`config.mk`:
```
export PLATFORM = sky130hd
export DESIGN_NAME = prm_mask_bank
export DESIGN_NICKNAME = d
export VERILOG_FILES = /design/src/rtl/prm_pkg.sv /design/src/rtl/prm_evt_if.sv /design/src/rtl/prm_mask_bank.sv /design/src/rtl/prm_sense_filter.sv
export VERILOG_INCLUDE_DIRS = /design/src /design/src/rtl
export SDC_FILE = /design/constraint.sdc
export NUM_CORES = 1
export LEC_CHECK = 0
export ABC_AREA = 1
export BUFFER_PORTS_ARGS = -buffer_cell sky130_fd_sc_hd__clkbuf_2
export CORE_MARGIN = 8
export CORE_UTILIZATION = 30
export DETAILED_ROUTE_END_ITERATION = 6
export PLACE_DENSITY = 0.58
export SKIP_CTS_REPAIR_TIMING = 1
export SLEW_MARGIN = 20
export SYNTH_ARGS = -nofsm -noshare
export SYNTH_HDL_FRONTEND = slang
export SYNTH_HIERARCHICAL = 1
export SYNTH_SLANG_ARGS = --single-unit
```
`constraint.sdc`:
```
create_clock -name hclk -period 2.3 [get_ports hclk]
set_input_delay 0.46 -clock hclk [delete_from_list [all_inputs] [get_ports hclk]]
set_output_delay 0.46 -clock hclk [all_outputs]
set_load 0.005 [all_outputs]
```
`src/rtl/prm_params.svh`:
```
// Purpose: register indices, field positions, reset values and counts of the rail mask bank
// Assumes: included by its bare name by every file that needs these numbers
// Notes: byte address of a register is four times its index
`ifndef PRM_PARAMS_SVH
`define PRM_PARAMS_SVH

`define PRM_IDX_STEP_DOWN 8'h2B
`define PRM_IDX_BOOST 8'h2C
`define PRM_IDX_DIAG 8'h2D
`define PRM_IDX_FLAGS 8'h40
`define PRM_IDX_FLAG_MASK 8'h41
`define PRM_IDX_RAW 8'h42

`define PRM_RST_MASK 8'h00
`define PRM_RST_FLAGS 9'h000
`define PRM_RST_FLAG_MASK 9'h000

`define PRM_DEF_STEP_DOWN 8'hDD
`define PRM_DEF_BOOST 8'h0D
`define PRM_DEF_DIAG 8'h3F

`define PRM_SD1_FALL 7
`define PRM_SD1_RISE 6
`define PRM_SD1_CURLIM 4
`define PRM_SD0_FALL 3
`define PRM_SD0_RISE 2
`define PRM_SD0_CURLIM 0
`define PRM_UP_FALL 3
`define PRM_UP_RISE 2
`define PRM_UP_CURLIM 0
`define PRM_MON2_FALL 5
`define PRM_MON2_RISE 4
`define PRM_MON1_FALL 3
`define PRM_MON1_RISE 2
`define PRM_ANA_FALL 1
`define PRM_ANA_RISE 0

`define PRM_F_SD0_CURLIM 0
`define PRM_F_SD0_PG 1
`define PRM_F_SD1_CURLIM 2
`define PRM_F_SD1_PG 3
`define PRM_F_UP_CURLIM 4
`define PRM_F_UP_PG 5
`define PRM_F_ANA_PG 6
`define PRM_F_MON1_PG 7
`define PRM_F_MON2_PG 8

`define PRM_N_SRC 9

`endif

```
`src/rtl/prm_pkg.sv`:
```
// Purpose: shared types of the rail mask bank
// Assumes: nothing
// Notes: used by scoped name only
package prm_pkg;

    typedef enum logic [1:0] {
        BUS_IDLE = 2'b00,
        BUS_WRITE = 2'b01,
        BUS_READ = 2'b10
    } prm_bus_state_type;

    typedef logic [7:0] prm_mask_type;

endpackage

```
`src/rtl/prm_evt_if.sv`:
```
// Purpose: carries filtered sense levels and their edge pulses between the filter and the bank
// Assumes: one clock domain
// Notes: bit layout is the interrupt flag layout
`timescale 1ns/10ps
`default_nettype none

interface prm_evt_if #(parameter int N = 9);
    logic [N-1:0] level;
    logic [N-1:0] rise;
    logic [N-1:0] fall;

    modport src (output level, output rise, output fall);
    modport dst (input level, input rise, input fall);
endinterface

`default_nettype wire

```
`src/rtl/prm_mask_bank.sv`:
```
// Purpose: per-source masking of rail power-good and current-limit events onto sticky flags
// Assumes: AHB-Lite single slave, word transfers, byte address is four times register index
// Notes: mask defaults come from the otp port once after reset release
//
// Behaviour
// - second step-down invalid edge sets its pg flag only if step-down mask bit 7 clear
// - second step-down valid edge sets its pg flag only if step-down mask bit 6 clear
// - second step-down current limit sets its flag only if step-down mask bit 4 clear
// - first step-down invalid edge sets its pg flag only if step-down mask bit 3 clear
// - first step-down valid edge sets its pg flag only if step-down mask bit 2 clear
// - first step-down current limit sets its flag only if step-down mask bit 0 clear
// - boost invalid edge sets boost pg flag only if boost mask bit 3 clear
// - boost valid edge sets boost pg flag only if boost mask bit 2 clear
// - boost current limit sets its flag only if boost mask bit 0 clear
// - monitor two invalid edge sets its flag only if diag_monitor_event_masks bit 5 clear
// - mask 0 lets the event through, mask 1 suppresses it
// - masks gate flags only; raw status always follows the live condition
// - mask defaults load from otp on the first edge after reset release; software may overwrite later
// - monitor two valid edge sets its flag only if diag_monitor_event_masks bit 4 clear
// - monitor one: diag bit 3 gates invalid, bit 2 gates valid edge
// - analog supply: diag bit 1 gates invalid, bit 0 gates valid edge
//
// Our own choice: the AHB-Lite interface to the registers.
`timescale 1ns/10ps
`default_nettype none
`include "prm_params.svh"

module prm_mask_bank #(
    parameter int N_SRC = `PRM_N_SRC
) (
    input wire logic hclk, // system clock, 250 MHz
    input wire logic hresetn, // async reset, active low
    input wire logic hsel, // slave select
    input wire logic [31:0] haddr, // byte address
    input wire logic [1:0] htrans, // transfer type
    input wire logic hwrite, // write when high
    input wire logic [2:0] hsize, // transfer size, word expected
    input wire logic hready, // bus ready
    input wire logic [31:0] hwdata, // write data
    output logic [31:0] hrdata, // read data
    output logic hreadyout, // slave ready
    output logic hresp, // always okay
    input wire logic [N_SRC-1:0] sense_in, // raw pg and current-limit pins, flag layout
    input wire logic [23:0] otp_mask_default, // {diag, boost, step-down} mask defaults
    output logic irq // level interrupt
);

    prm_evt_if #(.N(N_SRC)) evt ();

    prm_sense_filter #(.N(N_SRC)) u_filter (
        .hclk(hclk),
        .hresetn(hresetn),
        .sense_in(sense_in),
        .evt(evt.src)
    );

    prm_pkg::prm_bus_state_type state_q;
    prm_pkg::prm_mask_type step_down_event_masks_q;
    prm_pkg::prm_mask_type boost_event_masks_q;
    prm_pkg::prm_mask_type diag_monitor_event_masks_q;
    logic [N_SRC-1:0] flags_q;
    logic [N_SRC-1:0] flags_d;
    logic [N_SRC-1:0] flag_mask_q;
    logic [N_SRC-1:0] set_vec;
    logic [N_SRC-1:0] clr_vec;
    logic [7:0] addr_q;
    logic addr_ok_q;
    logic loaded_q;
    logic [31:0] hrdata_q;
    logic hreadyout_q;
    logic hresp_q;
    logic irq_q;
    logic acc;
    logic wr;

    function automatic logic hit(input logic [7:0] a, input logic ok, input logic [7:0] idx);
        hit = ok && (a == idx);
    endfunction

    function automatic logic [N_SRC-1:0] event_set(
        input logic [N_SRC-1:0] r,
        input logic [N_SRC-1:0] f,
        input logic [7:0] sd,
        input logic [7:0] up,
        input logic [7:0] dg
    );
        logic [N_SRC-1:0] s;
        s = '0;
        s[`PRM_F_SD0_CURLIM] = r[`PRM_F_SD0_CURLIM] && !sd[`PRM_SD0_CURLIM];
        s[`PRM_F_SD0_PG] = (r[`PRM_F_SD0_PG] && !sd[`PRM_SD0_RISE])
            || (f[`PRM_F_SD0_PG] && !sd[`PRM_SD0_FALL]);
        s[`PRM_F_SD1_CURLIM] = r[`PRM_F_SD1_CURLIM] && !sd[`PRM_SD1_CURLIM];
        s[`PRM_F_SD1_PG] = (r[`PRM_F_SD1_PG] && !sd[`PRM_SD1_RISE])
            || (f[`PRM_F_SD1_PG] && !sd[`PRM_SD1_FALL]);
        s[`PRM_F_UP_CURLIM] = r[`PRM_F_UP_CURLIM] && !up[`PRM_UP_CURLIM];
        s[`PRM_F_UP_PG] = (r[`PRM_F_UP_PG] && !up[`PRM_UP_RISE])
            || (f[`PRM_F_UP_PG] && !up[`PRM_UP_FALL]);
        s[`PRM_F_ANA_PG] = (r[`PRM_F_ANA_PG] && !dg[`PRM_ANA_RISE])
            || (f[`PRM_F_ANA_PG] && !dg[`PRM_ANA_FALL]);
        s[`PRM_F_MON1_PG] = (r[`PRM_F_MON1_PG] && !dg[`PRM_MON1_RISE])
            || (f[`PRM_F_MON1_PG] && !dg[`PRM_MON1_FALL]);
        s[`PRM_F_MON2_PG] = (r[`PRM_F_MON2_PG] && !dg[`PRM_MON2_RISE])
            || (f[`PRM_F_MON2_PG] && !dg[`PRM_MON2_FALL]);
        event_set = s;
    endfunction

    assign acc = hsel && htrans[1] && hready;
    assign wr = (state_q == prm_pkg::BUS_WRITE);

    // bus phase tracking; reads insert one wait state so the data reflects a preceding write
    always_ff @(posedge hclk or negedge hresetn) begin
        if (!hresetn) begin
            state_q <= prm_pkg::BUS_IDLE;
        end else begin
            case (state_q)
                prm_pkg::BUS_IDLE, prm_pkg::BUS_WRITE: begin
                    if (acc) begin
                        state_q <= hwrite ? prm_pkg::BUS_WRITE : prm_pkg::BUS_READ;
                    end else begin
                        state_q <= prm_pkg::BUS_IDLE;
                    end
                end
                prm_pkg::BUS_READ: begin
                    state_q <= prm_pkg::BUS_IDLE;
                end
                default: begin
                    state_q <= prm_pkg::BUS_IDLE;
                end
            endcase
        end
    end

    always_ff @(posedge hclk or negedge hresetn) begin
        if (!hresetn) begin
            addr_q <= 8'h00;
            addr_ok_q <= 1'b0;
        end else if (acc) begin
            addr_q <= haddr[9:2];
            addr_ok_q <= (haddr[31:10] == 22'h000000) && (haddr[1:0] == 2'h0);
        end
    end

    always_ff @(posedge hclk or negedge hresetn) begin
        if (!hresetn) begin
            hreadyout_q <= 1'b1;
        end else if (acc && !hwrite) begin
            hreadyout_q <= 1'b0;
        end else if (state_q == prm_pkg::BUS_READ) begin
            hreadyout_q <= 1'b1;
        end
    end

    always_ff @(posedge hclk or negedge hresetn) begin
        if (!hresetn) begin
            hresp_q <= 1'b0;
        end else begin
            hresp_q <= 1'b0;
        end
    end

    // unmapped addresses read as zero
    always_ff @(posedge hclk or negedge hresetn) begin
        if (!hresetn) begin
            hrdata_q <= 32'h00000000;
        end else if (state_q == prm_pkg::BUS_READ) begin
            hrdata_q <= 32'h00000000;
            if (hit(addr_q, addr_ok_q, `PRM_IDX_STEP_DOWN)) begin
                hrdata_q[7:0] <= step_down_event_masks_q;
            end
            if (hit(addr_q, addr_ok_q, `PRM_IDX_BOOST)) begin
                hrdata_q[7:0] <= boost_event_masks_q;
            end
            if (hit(addr_q, addr_ok_q, `PRM_IDX_DIAG)) begin
                hrdata_q[7:0] <= diag_monitor_event_masks_q;
            end
            if (hit(addr_q, addr_ok_q, `PRM_IDX_FLAGS)) begin
                hrdata_q[N_SRC-1:0] <= flags_q;
            end
            if (hit(addr_q, addr_ok_q, `PRM_IDX_FLAG_MASK)) begin
                hrdata_q[N_SRC-1:0] <= flag_mask_q;
            end
            if (hit(addr_q, addr_ok_q, `PRM_IDX_RAW)) begin
                hrdata_q[N_SRC-1:0] <= evt.level;
            end
        end
    end

    always_ff @(posedge hclk or negedge hresetn) begin
        if (!hresetn) begin
            loaded_q <= 1'b0;
        end else begin
            loaded_q <= 1'b1;
        end
    end

    // otp defaults land on the first edge after release with reserved bits zero; software writes store all eight bits
    always_ff @(posedge hclk or negedge hresetn) begin
        if (!hresetn) begin
            step_down_event_masks_q <= `PRM_RST_MASK;
            boost_event_masks_q <= `PRM_RST_MASK;
            diag_monitor_event_masks_q <= `PRM_RST_MASK;
        end else if (!loaded_q) begin
            step_down_event_masks_q <= otp_mask_default[7:0] & `PRM_DEF_STEP_DOWN;
            boost_event_masks_q <= otp_mask_default[15:8] & `PRM_DEF_BOOST;
            diag_monitor_event_masks_q <= otp_mask_default[23:16] & `PRM_DEF_DIAG;
        end else if (wr) begin
            if (hit(addr_q, addr_ok_q, `PRM_IDX_STEP_DOWN)) begin
                step_down_event_masks_q <= hwdata[7:0];
            end
            if (hit(addr_q, addr_ok_q, `PRM_IDX_BOOST)) begin
                boost_event_masks_q <= hwdata[7:0];
            end
            if (hit(addr_q, addr_ok_q, `PRM_IDX_DIAG)) begin
                diag_monitor_event_masks_q <= hwdata[7:0];
            end
        end
    end

    always_comb begin
        set_vec = event_set(evt.rise, evt.fall, step_down_event_masks_q, boost_event_masks_q,
            diag_monitor_event_masks_q);
        clr_vec = (wr && hit(addr_q, addr_ok_q, `PRM_IDX_FLAGS)) ? hwdata[N_SRC-1:0] : '0;
        flags_d = (flags_q & ~clr_vec) | set_vec;
    end

    // write one to clear; a new event in the clearing cycle keeps the flag set
    always_ff @(posedge hclk or negedge hresetn) begin
        if (!hresetn) begin
            flags_q <= `PRM_RST_FLAGS;
        end else begin
            flags_q <= flags_d;
        end
    end

    always_ff @(posedge hclk or negedge hresetn) begin
        if (!hresetn) begin
            flag_mask_q <= `PRM_RST_FLAG_MASK;
        end else if (wr && hit(addr_q, addr_ok_q, `PRM_IDX_FLAG_MASK)) begin
            flag_mask_q <= hwdata[N_SRC-1:0];
        end
    end

    always_ff @(posedge hclk or negedge hresetn) begin
        if (!hresetn) begin
            irq_q <= 1'b0;
        end else begin
            irq_q <= |(flags_q & ~flag_mask_q);
        end
    end

    assign hrdata = hrdata_q;
    assign hreadyout = hreadyout_q;
    assign hresp = hresp_q;
    assign irq = irq_q;
endmodule

`default_nettype wire

```
`src/rtl/prm_sense_filter.sv`:
```
// Purpose: brings raw sense pins into the clock domain and marks their valid and invalid edges
// Assumes: sense pins are asynchronous levels
// Notes: a change is taken once the second and third stages agree
`timescale 1ns/10ps
`default_nettype none

module prm_sense_filter #(
    parameter int N = 9
) (
    input wire logic hclk, // system clock
    input wire logic hresetn, // async reset, active low
    input wire logic [N-1:0] sense_in, // raw sense pins
    prm_evt_if.src evt // filtered levels and edge pulses
);

    logic [N-1:0] sync1_q;
    logic [N-1:0] sync2_q;
    logic [N-1:0] sync3_q;
    logic [N-1:0] level_q;
    logic [N-1:0] rise_q;
    logic [N-1:0] fall_q;

    always_ff @(posedge hclk or negedge hresetn) begin
        if (!hresetn) begin
            sync1_q <= '0;
            sync2_q <= '0;
            sync3_q <= '0;
        end else begin
            sync1_q <= sense_in;
            sync2_q <= sync1_q;
            sync3_q <= sync2_q;
        end
    end

    // agreed value only; a one-cycle glitch between stages is ignored
    always_ff @(posedge hclk or negedge hresetn) begin
        if (!hresetn) begin
            level_q <= '0;
            rise_q <= '0;
            fall_q <= '0;
        end else begin
            for (int i = 0; i < N; i++) begin
                if (sync2_q[i] == sync3_q[i]) begin
                    level_q[i] <= sync3_q[i];
                end
                rise_q[i] <= (sync2_q[i] == sync3_q[i]) && sync3_q[i] && !level_q[i];
                fall_q[i] <= (sync2_q[i] == sync3_q[i]) && !sync3_q[i] && level_q[i];
            end
        end
    end

    assign evt.level = level_q;
    assign evt.rise = rise_q;
    assign evt.fall = fall_q;

endmodule

`default_nettype wire

```
# [Word-level counts from Yosys, hierarchy flattened]
# Index checks and enable logic that the tools add are counted.
[classes] n_eq_ne=21 muxes=21 bitwise_logic=5 reduce_logical=112
[op_table] operator="two-way mux 8 bit" count=12
[op_table] operator="logical AND 1 bit" count=63
[op_table] operator="two-way mux 9 bit" count=4
[op_table] operator="logical NOT 1 bit" count=34
[op_table] operator="equality test 8 x 6 -> 1 bit (second input constant)" count=3
[op_table] operator="equality test 8 x 7 -> 1 bit (second input constant)" count=3
[op_table] operator="logical NOT 22 bit" count=1
[op_table] operator="AND 9 bit" count=2
[op_table] operator="inverter 9 bit" count=2
[op_table] operator="equality test 1 bit" count=9
[op_table] operator="bitwise OR 9 bit" count=1
[op_table] operator="OR reduction 9 bit" count=1
[op_table] operator="!= test 2 x 1 -> 1 bit (second input constant)" count=4
[op_table] operator="logical OR 1 bit" count=6
[op_table] operator="two-way mux 2 bit" count=3
[op_table] operator="AND reduction 2 bit" count=3
[op_table] operator="logical NOT 2 bit" count=2
[op_table] operator="equality test 2 x 1 -> 1 bit (second input constant)" count=1
[op_table] operator="equality test 2 bit (second input constant)" count=1
[op_table] operator="two-way mux 1 bit" count=2
[op_table] operator="nonzero test 2 bit" count=1
[op_table] operator="OR reduction 2 bit" count=1
[word_totals] ff_bits=119 input_bits=107 out_inout_bits=35 wordCells=185

# [Longest topological paths before layout]
# Gate-level depths: netlist of run 1.
[depth] word_depth=8 mapped_depth=10 depth_no_buf=9

# [Hierarchy]
# Netlist of run 1, hierarchy kept.
[modules_own_cells] module="prm_mask_bank" n_inst=1 cells_per_inst=466 area_per_inst_um2=3883.7 seq_area_each_um2=1627.8
[modules_own_cells] module="prm_sense_filter" n_inst=1 cells_per_inst=162 area_per_inst_um2=1914.3 seq_area_each_um2=1351.3

# [Least setup slack after synthesis of run 1]
# Ideal clock, no wire load.
[synth_timing] kind="flip-flop to flip-flop" from="register addr_q[1]" to="register diag_monitor_event_masks_q[0]" setup_ns=0.121 t_arrival_ns=1.206 required_time_ns=2.179 path_slack_ns=0.973 path_stages_with_launch=10 path_buffers=1 period_less_slack_ns=1.327 path_cell_list="dfrtp_1 inv_2 nand2_4 nor2_4 nand3_4 nor2_4 nor2_2 buf_6 nand2_2 o21ai_2"
[synth_via] elab_chain_len=4
[synth_lines] element="start, declared" line_no="prm_mask_bank.sv:66" text="logic [7:0] addr_q;"
[synth_lines] element="start signal, assigned" line_no="prm_mask_bank.sv:138" text="addr_q <= haddr[9:2];"
[synth_lines] element="equality test 8 x 6 -> 1 bit" line_no="prm_mask_bank.sv:77" text="hit = ok && (a == idx);"
[synth_lines] element="logical AND 1 bit" line_no="prm_mask_bank.sv:77"
[synth_lines] element="!= test 2 x 1 -> 1 bit (no line)"
[synth_lines] element="AND reduction 2 bit (no line)"
[synth_lines] element="end signal, assigned" line_no="prm_mask_bank.sv:201" text="diag_monitor_event_masks_q <= `PRM_RST_MASK;"
[synth_lines] element="end signal, assigned" line_no="prm_mask_bank.sv:205" text="diag_monitor_event_masks_q <= otp_mask_default[23:16] & `PRM_DEF_DIAG;"
[synth_lines] element="end signal, assigned" line_no="prm_mask_bank.sv:214" text="diag_monitor_event_masks_q <= hwdata[7:0];"
[synth_lines] element="end, declared" line_no="prm_mask_bank.sv:60" text="prm_pkg::prm_mask_type diag_monitor_event_masks_q;"
# Every way passes these cells.
# A chain may end at the register's enable or synchronous reset.

# [Worst setup path after layout of run 1]
[layout_timing] from="register addr_q[0]" to="register diag_monitor_event_masks_q[5]"
# Same word-level chain as after synthesis.

==> reports/summary.txt, run 1 <==
Max-cap violation count - 0
Clock Skews - 4.49 ps
Sequential share of power - 0.412
Worst r2r dst - diag_monitor_event_masks_q[5]
Port bufs - 81
Pwr dens - 827 nW/um^2
Synthesized netlist cell count - 619
Sw Ratio - 0.243
Worst vdd ir - 0.561 mV
CP Capture Type - register
Crit path to - diag_monitor_event_masks_q[5]
Synth Cell Area - 5700 sq um
CTS Buffer Depth - 2
Setup_tns - 0 ps
Iteration-0 DRC Markers - 323
Core Util, Final - 0.369
Fin cells - 955
Met2 Use GR - 0.193
Worst Hold Class - primary input to async pin
Hpwl dp - 10700 um
Initial antenna violation count - 0
CP peak stage delay - 550 ps
Post-route setup slack - 445 ps
Post-route DRC - 0
Share of cells above drive strength 1 - 0.268
Area after DPL - 6260 sq um
Clock Power Share - 0.492
Placed instance count - 923
Area Growth Syn to Fin - 21.0%
LEAKAGE - 3.57 nW
Met1 Use GR - 0.153
R2R Path Start - addr_q[0]
Tot Pwr - 5.71 mW
CP max FO - 13
Switching power total - 1.39 mW
Pint - 4.32 mW
Status - finished, final reports clean
Die Ht - 154 um
Worst path top cell family by delay - simple AND/OR/NAND/NOR gates
Final setup viols - 0
First-pass GRT wire length - 23000 um
Gpl congestion - 0.813
Comb power frac - 0.096
Reg2Reg Depth - 7
Worst Path Buf+Inv - 0
Final #Nets - 833
Final hold slack - 30.2 ps
Largest net degree at the start of global routing - 41
Clk_lat worst skew - 410 ps
WP depth - 7
Total grt overflow - 0
Overall Global Routing Usage - 0.126
Critical path data required time - 2600 ps
Final ANT Viol Nets - 0
Max H-tree Level - 4
TritonRoute pass-1 iters - 4
CP Launch Point - addr_q[0]
Slew headroom - 0.519
Place WS - 452 ps
CORE AREA - 18700 sq um
CP Launch Type - register
CP Class - register to register
CP most frequent cell - nor2_4
Final worst-path cycle share - 0.806
Routed via count - 4175
CTS tree - built
Initial Util - 0.305
Max frequency - 539 MHz
Num ports - 142
Die area - 23700 sq um
Via density - 4.37
Syn_area_per_cell - 9.21 sq um
Post-layout minimum cycle time - 1850 ps
Worst Max-Slew Pin Slew - 721 ps
Vias in the first global route - 4412
Mean routed wirelength per cell - 14.5 um
Cts bufs inserted - 17
Clock sinks - 116
Reg-to-reg setup timing slack - 450 ps
Grt met3 use - 0.0488
Slowest CP cell - nor2_2
Final Max Tran Viols - 0
GR peak layer - met2
Arrival time worst endpoint - 2160 ps
Final hold violations - 0
Worst-path cell chain - nand2_4, nor2_4, nand3_4, nor2_4, nor2_2, nand2_1, o311ai_0
WL final - 13800 um
Row count - 50
Root Driver - clkbuf_16
RSZ-0062 raised after global routing - false
Fin area - 6900 sq um
Yosys warning total - 6
Die X - 154 um
CTS clk-pin slew, worst paths - 50 ps
-- worst min-delay path by stage --
stage	startpoint	endpoint	slack, ps	cells after the start
floorplan	hresetn	addr_ok_q	160	0
global placement	u_filter/sync1_q[3]	u_filter/sync2_q[3]	330	0
detailed placement	u_filter/sync1_q[3]	u_filter/sync2_q[3]	330	0
CTS	hresetn	step_down_event_masks_q[6]	40	1
global route	hresetn	u_filter/sync1_q[6]	70	1
finish	hresetn	u_filter/sync2_q[7]	30	1
-- power by group through the flow --
stage / Clock [mW] / Combinational, mW / Sequential [mW]
after global routing: 2.97 / 0.633 / 2.38
after detailed placement: 0 / 0.556 / 2.38
final: 2.81 / 0.547 / 2.35
after global placement: 0 / 0.547 / 2.38
after CTS: 2.89 / 0.559 / 2.35
after floorplan: 0 / 0.394 / 2.33
-- registers in the layout, summed over array words and instances, names as in the netlist, 2 cells and up --
signal / count
boost_event_masks_q: 8
addr_q: 8
u_filter/evt.fall: 6
step_down_event_masks_q: 8
u_filter/sync2_q: 9
u_filter/evt.rise: 9
flag_mask_q: 9
state_q: 2
u_filter/sync3_q: 9
u_filter/sync1_q: 9
diag_monitor_event_masks_q: 8
flags_q: 9
u_filter/evt.level: 9
hrdata: 9
-- cells in the final DEF, fill, tap and decap left out, types with 3 or more instances in the layout --
cell and count:
nor2_4 9, nor2_2 4, or2_2 3, nand2_1 126
conb_1 25, clkinv_2 5, o21ai_0 17, ha_1 18
o21ai_2 24, nand2_4 3, clkbuf_8 4, nand3_2 3
a21oi_1 12, nand3_1 18, nor3_1 3, inv_2 7
inv_1 100, dfrtp_1 115, o2111ai_1 3, o311ai_0 3
clkbuf_2 80, nand4_1 26, o211ai_1 7, clkbuf_16 17
nor4_1 6, nand2_2 13, o21ai_1 3, o22ai_1 3
bufinv_16 4, nor2_1 38, buf_4 3
-- cell type report --
class | count | area [sq um]
Clock inverter | 10 | 153
Clock buffer | 21 | 480
Tap cell | 234 | 293
Sequential cell | 116 | 2900
Antenna cell | 1 | 2.50
Multi-Input combinational cell | 378 | 2180
Timing Repair Buffer | 85 | 463
Fill cell | 1933 | 11800
Inverter | 110 | 425
-- routing by layer --
metal  wire length, um  vias to the layer above
li1                  -                     2107
met1              6280                     1956
met2              6240                       90
met3               977                       22
met4               337                        0
met5                 0                        -
(Power assumes the default switching activity.)
==> inputs of run 2 (changes only) <==
Settings changed: PLACE_DENSITY 0.58 to 0.6.
Clock period 2.3 ns to 1.6 ns, I/O delays scaled along.
==> run 2 against run 1 <==
First-iteration DRC count is 36% lower. Combinational power increased by 67%. Global-route usage is 0.30 points lower. Non-clock buffer count increased by 28. Critical endpoint is now hrdata[1].
==> reports/summary.txt, run 2 (synthesized netlist as in run 1, its figures left out) <==
Status - finished, final reports clean
Share of cells above drive strength 1 - 0.288 (+0.0203)
CTS clk-pin slew, worst paths - 50 ps (about the same)
Post-layout minimum cycle time - 1510 ps (-342 ps)
Worst-path cell chain - nand2_2, clkinv_4, buf_4, nand3_4, nor2_1, nor2_1, nand4_1, nor2_1, nor2_1
Critical path data required time - 1910 ps (-690 ps)
Via density - 4.38 (+0.18%)
Sw Ratio - 0.257 (+0.0143)
Worst Hold Class - primary input to register
Worst vdd ir - 0.754 mV (+34%)
Reg-to-reg setup timing slack - 90 ps (-360 ps)
Worst r2r dst - hrdata[1]
Clock Power Share - 0.457 (-0.035)
Pwr dens - 1110 nW/um^2 (+34%)
Final Max Tran Viols - 0 (unchanged)
Final worst-path cycle share - 0.945 (+0.139)
Num ports - 142 (unchanged)
Total grt overflow - 0 (unchanged)
Max frequency - 661 MHz (+23%)
R2R Path Start - addr_q[3]
Commonest cells after routing, fill and taps aside - nand2_1, dfrtp_1, inv_1
WP depth - 9 (+2)
Slowest CP cell - dfrtp_2
Final setup viols - 0 (unchanged)
Cts bufs inserted - 17 (unchanged)
Root Driver - clkbuf_16
Placed instance count - 941 (+2.0%)
Hold Path Depth - 1
Largest net degree at the start of global routing - 48 (+17%)
CP peak stage delay - 450 ps (-100 ps)
Arrival time worst endpoint - 1820 ps (-340 ps)
Max H-tree Level - 4 (unchanged)
CP max FO - 6 (-7)
Routed via count - 4305 (+3.1%)
Overall Global Routing Usage - 0.123 (-0.00302)
Final ANT Viol Nets - 0 (unchanged)
CTS tree - built
Sequential share of power - 0.428 (+0.016)
First-pass GRT wire length - 22700 um (-1.2%)
Post-route DRC - 0 (unchanged)
CP Class - register to register
Initial antenna violation count - 0 (unchanged)
Row count - 50 (unchanged)
Switching power total - 2.03 mW (+46%)
Die X - 154 um (unchanged)
Pint - 5.86 mW (+36%)
Die Ht - 154 um (unchanged)
Iteration-0 DRC Markers - 208 (-36%)
Port bufs - 81 (unchanged)
Final #Nets - 861 (+3.4%)
Mean routed wirelength per cell - 14.2 um (-2.2%)
Die area - 23700 sq um (unchanged)
Reg2Reg Depth - 9 (+2)
Clock sinks - 116 (unchanged)
WL final - 13900 um (+0.67%)
Clock Skews - 7.39 ps (+2.90 ps)
CTS Buffer Depth - 2 (unchanged)
Most common cell after layout, fill and taps aside - nand2_1
Worst path top cell family by delay - simple AND/OR/NAND/NOR gates
Crit path to - hrdata[1]
CORE AREA - 18700 sq um (unchanged)
Max-cap violation count - 0 (unchanged)
Hpwl dp - 10900 um (+2.0%)
CP Launch Point - addr_q[3]
Antenna diodes - 0 (-1)
CP Capture Type - register
Fin cells - 983 (+2.9%)
Worst Path Buf+Inv - 2 (+2)
Initial Util - 0.305 (unchanged)
CP most frequent cell - nor2_1
CP Launch Type - register
LEAKAGE - 3.67 nW (+3.0%)
Core Util, Final - 0.381 (+0.0124)
TritonRoute pass-1 iters - 4 (unchanged)
Area Growth Syn to Fin - 25.0%
Clk_lat worst skew - 420 ps (about the same)
Comb power frac - 0.116 (+0.020)
Vias in the first global route - 4281 (-3.0%)
RSZ-0062 raised after global routing - true
Gpl congestion - 0.824 (+1.5%)
Final hold violations - 0 (unchanged)
## run 2: cell count changes in the layout (fill, tap and decap cells not counted), moves of 3 or more
cell,delta
buf_6,+3
buf_12,+3
dlygate4sd3_1,+7
clkbuf_1,+3
clkbuf_8,-3
buf_4,+15
## run 2: power groups by stage
stage / Combinational, mW / Sequential [mW] / Clock (mW)
6_report: 0.915 / 3.37 / 3.60
5_1_grt: 1.04 / 3.40 / 3.84
4_1_cts: 0.890 / 3.37 / 3.68
3_5_place_dp: 0.887 / 3.42 / 0
3_3_place_gp: 0.871 / 3.42 / 0
2_1_floorplan: 0.567 / 3.35 / 0
## run 2: stage by stage
stage	hold slack, ps	TNS [ps]	setup WS [ps]	power (mW)	instance area (sq um)
after floorplan	24.4	0	273	3.91	5790
after global placement	275	-108	-36.0	4.29	6430
after detailed placement	279	-168	-78.4	4.30	6430
after CTS	-164	-287	-110	7.94	6990
after global routing	1.69	-45.7	-44.5	8.27	7130
final	13.5	0	87.6	7.89	7130
## run 2: worst register-to-register path, stage by stage, from the launching register on
cell and delay (ps):
dfrtp_2 450, nand2_2 110, clkinv_4 60, buf_4 160, nand3_4 130, nor2_1 60
nor2_1 160, nand4_1 110, nor2_1 120, nor2_1 50
## run 2: metal layers
layer  routed length (um)  global-route usage  part of all wire  vias up
li1                     -                   -                 -     2154
met5                    0                   0                 0        -
met1                 6470               0.158              0.46     2041
met3                  739              0.0334             0.053       19
met4                  284              0.0555             0.020        0
met2                 6430               0.189              0.46       91
## run 2: worst min path at each step
stage                           to  slack (ps)   startpoint
3_5_place_dp   u_filter/sync3_q[3]         280      hresetn
6_report       u_filter/sync1_q[6]          10  sense_in[6]
3_3_place_gp   u_filter/sync3_q[3]         280      hresetn
4_1_cts        u_filter/sync3_q[3]        -160      hresetn
2_1_floorplan            addr_ok_q          20      hresetn
5_1_grt        u_filter/sync1_q[6]           2  sense_in[6]
## run 2: cell type report
class	instances	area, sq um
clock inverters	11	110
multi-input cells	378	2200
repair buffers	113	739
inverters	110	425
flip-flops and latches	116	2910
fillers	1856	11600
clock buffers	21	450
well taps	234	293
==> inputs of run 3 (changes only) <==
Settings changed: PLACE_DENSITY 0.6 to 0.55.
==> run 3 against run 2 <==
Clock skew grew 1.9 ps. Sequential cell count is the same. Worst hold slack lost 2.8 ps. Combinational power grew 2.8%. Global-route usage grew 0.69 points. Fmax grew 0.13%. Critical path depth shrank 4. Core utilization grew 0.13 points. Total power shrank 0.91%. Wire length grew 3.5%.
==> reports/summary.txt, run 3 (synthesized netlist as in run 1, its figures left out) <==
Status - finished, final reports clean
Iteration-0 DRC Markers - 283 (+36%)
CP max FO - 9 (+3)
Worst vdd ir - 0.711 mV (-5.7%)
Worst path top cell family by delay - flip-flops
Final hold violations - 0 (unchanged)
Clock Skews - 9.32 ps (+1.93 ps)
Comb power frac - 0.120 (+0.004)
Share of cells above drive strength 1 - 0.300 (+0.0112)
Post-layout minimum cycle time - 1510 ps (-2.02 ps)
Largest net degree at the start of global routing - 42 (-13%)
Met2 Use GR - 0.193 (+0.00381)
WL final - 14400 um (+3.5%)
Most common cell after layout, fill and taps aside - nand2_1
Initial Util - 0.305 (unchanged)
RSZ-0062 raised after global routing - true
Mean routed wirelength per cell - 14.6 um (+3.3%)
Placed instance count - 942 (+0.11%)
Die Ht - 154 um (unchanged)
Slowest CP cell - dfrtp_1
Cts bufs inserted - 17 (unchanged)
CP Capture Type - register
Routed via count - 4252 (-1.2%)
Die X - 154 um (unchanged)
Final ANT Viol Nets - 0 (unchanged)
GR peak layer - met2
Final hold slack - 10.7 ps (-2.78 ps)
Via density - 4.32 (-1.4%)
Max-cap violation count - 0 (unchanged)
CORE AREA - 18700 sq um (unchanged)
Arrival time worst endpoint - 1790 ps (-30 ps)
Sequential share of power - 0.430 (+0.002)
Gpl congestion - 0.868 (+5.3%)
LEAKAGE - 3.68 nW (+0.32%)
TritonRoute pass-1 iters - 4 (unchanged)
CTS Buffer Depth - 2 (unchanged)
Overall Global Routing Usage - 0.130 (+0.00691)
Clock Power Share - 0.449 (-0.008)
Port bufs - 81 (unchanged)
Initial antenna violation count - 0 (unchanged)
Worst-path cell chain - buf_4, nor2_8, nand4_4, o21ai_0, o221ai_1
Hpwl dp - 11000 um (+1.2%)
Commonest cells after routing, fill and taps aside - nand2_1, dfrtp_1, inv_1
Pint - 5.70 mW (-2.7%)
Die area - 23700 sq um (unchanged)
Clk_lat worst skew - 420 ps (about the same)
Max H-tree Level - 4 (unchanged)
Max frequency - 662 MHz (+0.13%)
Worst Hold Class - primary input to register
CP Launch Type - register
Sw Ratio - 0.271 (+0.0135)
Worst Path Buf+Inv - 1 (-1)
Final worst-path cycle share - 0.944 (-0.00127)
Total grt overflow - 0 (unchanged)
Pwr dens - 1090 nW/um^2 (-1.2%)
Setup_tns - 0 ps (unchanged)
CP peak stage delay - 450 ps (about the same)
Final Max Tran Viols - 0 (unchanged)
Area Growth Syn to Fin - 25.5%
CP Class - register to register
Clock sinks - 116 (unchanged)
First-pass GRT wire length - 23800 um (+4.6%)
Root Driver - clkbuf_16
Vias in the first global route - 4486 (+4.8%)
CTS tree - built
Fin cells - 985 (+0.20%)
Num ports - 142 (unchanged)
Core Util, Final - 0.382 (+0.00127)
Met1 Use GR - 0.173 (+0.0150)
Antenna diodes - 0 (unchanged)
Row count - 50 (unchanged)
Final #Nets - 863 (+0.23%)
CTS clk-pin slew, worst paths - 50 ps (about the same)
Grt met3 use - 0.0320 (-0.00140)
Switching power total - 2.12 mW (+4.3%)
Final setup viols - 0 (unchanged)
Post-route DRC - 0 (unchanged)
Critical path data required time - 1880 ps (-30 ps)
## run 3: cell count changes in the layout (fill, tap and decap cells not counted), sizes merged
cell,delta
clkinv,+1
dlygate4sd3,+1
buf,+1
bufinv,-1
clkinvlp,+3
clkbuf,-3
## run 3: worst register-to-register path: cells and delay by family, from the launching register on
| family | cells | cell delay [ps] |
|---|---|---|
| compound gates | 2 | 350 |
| buf+inv | 1 | 200 |
| flops | 1 | 450 |
| simple gates | 2 | 380 |
## run 3: path summary, 6_finish.rpt
kind / start / endpoint / depth (start not counted) / slack (ps)
setup / recovery: addr_q[0] / flags_q[3] / 5 / 90
hold / removal: sense_in[2] / u_filter/sync1_q[2] / 1 / 10
setup reg to reg: addr_q[0] / flags_q[3] / 5 / 90
hold reg to reg: u_filter/sync1_q[8] / u_filter/sync2_q[8] / 0 / 350
max in group asynchronous: hresetn / u_filter/sync2_q[1] / 3 / 640
min in group asynchronous: hresetn / u_filter/sync3_q[8] / 2 / 390
## run 3: per-stage QoR
stage          power (mW)  setup WS (ps)  instance area (sq um)
3_5_place_dp         4.30          -40.2                   6420
2_1_floorplan        3.91            273                   5790
3_3_place_gp         4.28          -33.6                   6420
4_1_cts              7.86          -46.8                   6970
5_1_grt              8.19          -15.7                   7150
6_report             7.82           89.6                   7150
## run 3: layout make-up
| type | instances | area, sq um |
|---|---|---|
| clock buffer | 18 | 439 |
| clock inverter | 14 | 113 |
| fill | 1922 | 11600 |
| inverter | 110 | 432 |
| multi-input combinational | 378 | 2230 |
| sequential | 116 | 2900 |
| tap | 234 | 293 |
| timing repair buffer | 115 | 743 |
## run 3: power groups by stage
| stage | Combinational [mW] | Clock, mW | Sequential, mW |
|---|---|---|---|
| 6_report | 0.941 | 3.51 | 3.36 |
| 5_1_grt | 1.07 | 3.73 | 3.39 |
| 4_1_cts | 0.894 | 3.61 | 3.36 |
| 3_5_place_dp | 0.887 | 0 | 3.41 |
| 3_3_place_gp | 0.875 | 0 | 3.41 |
| 2_1_floorplan | 0.567 | 0 | 3.35 |
## run 3: layer usage
metal	part of all wire	vias up
met1	0.49	1968
met4	0.023	0
met3	0.042	19
met5	0	-
li1	-	2167
met2	0.44	98
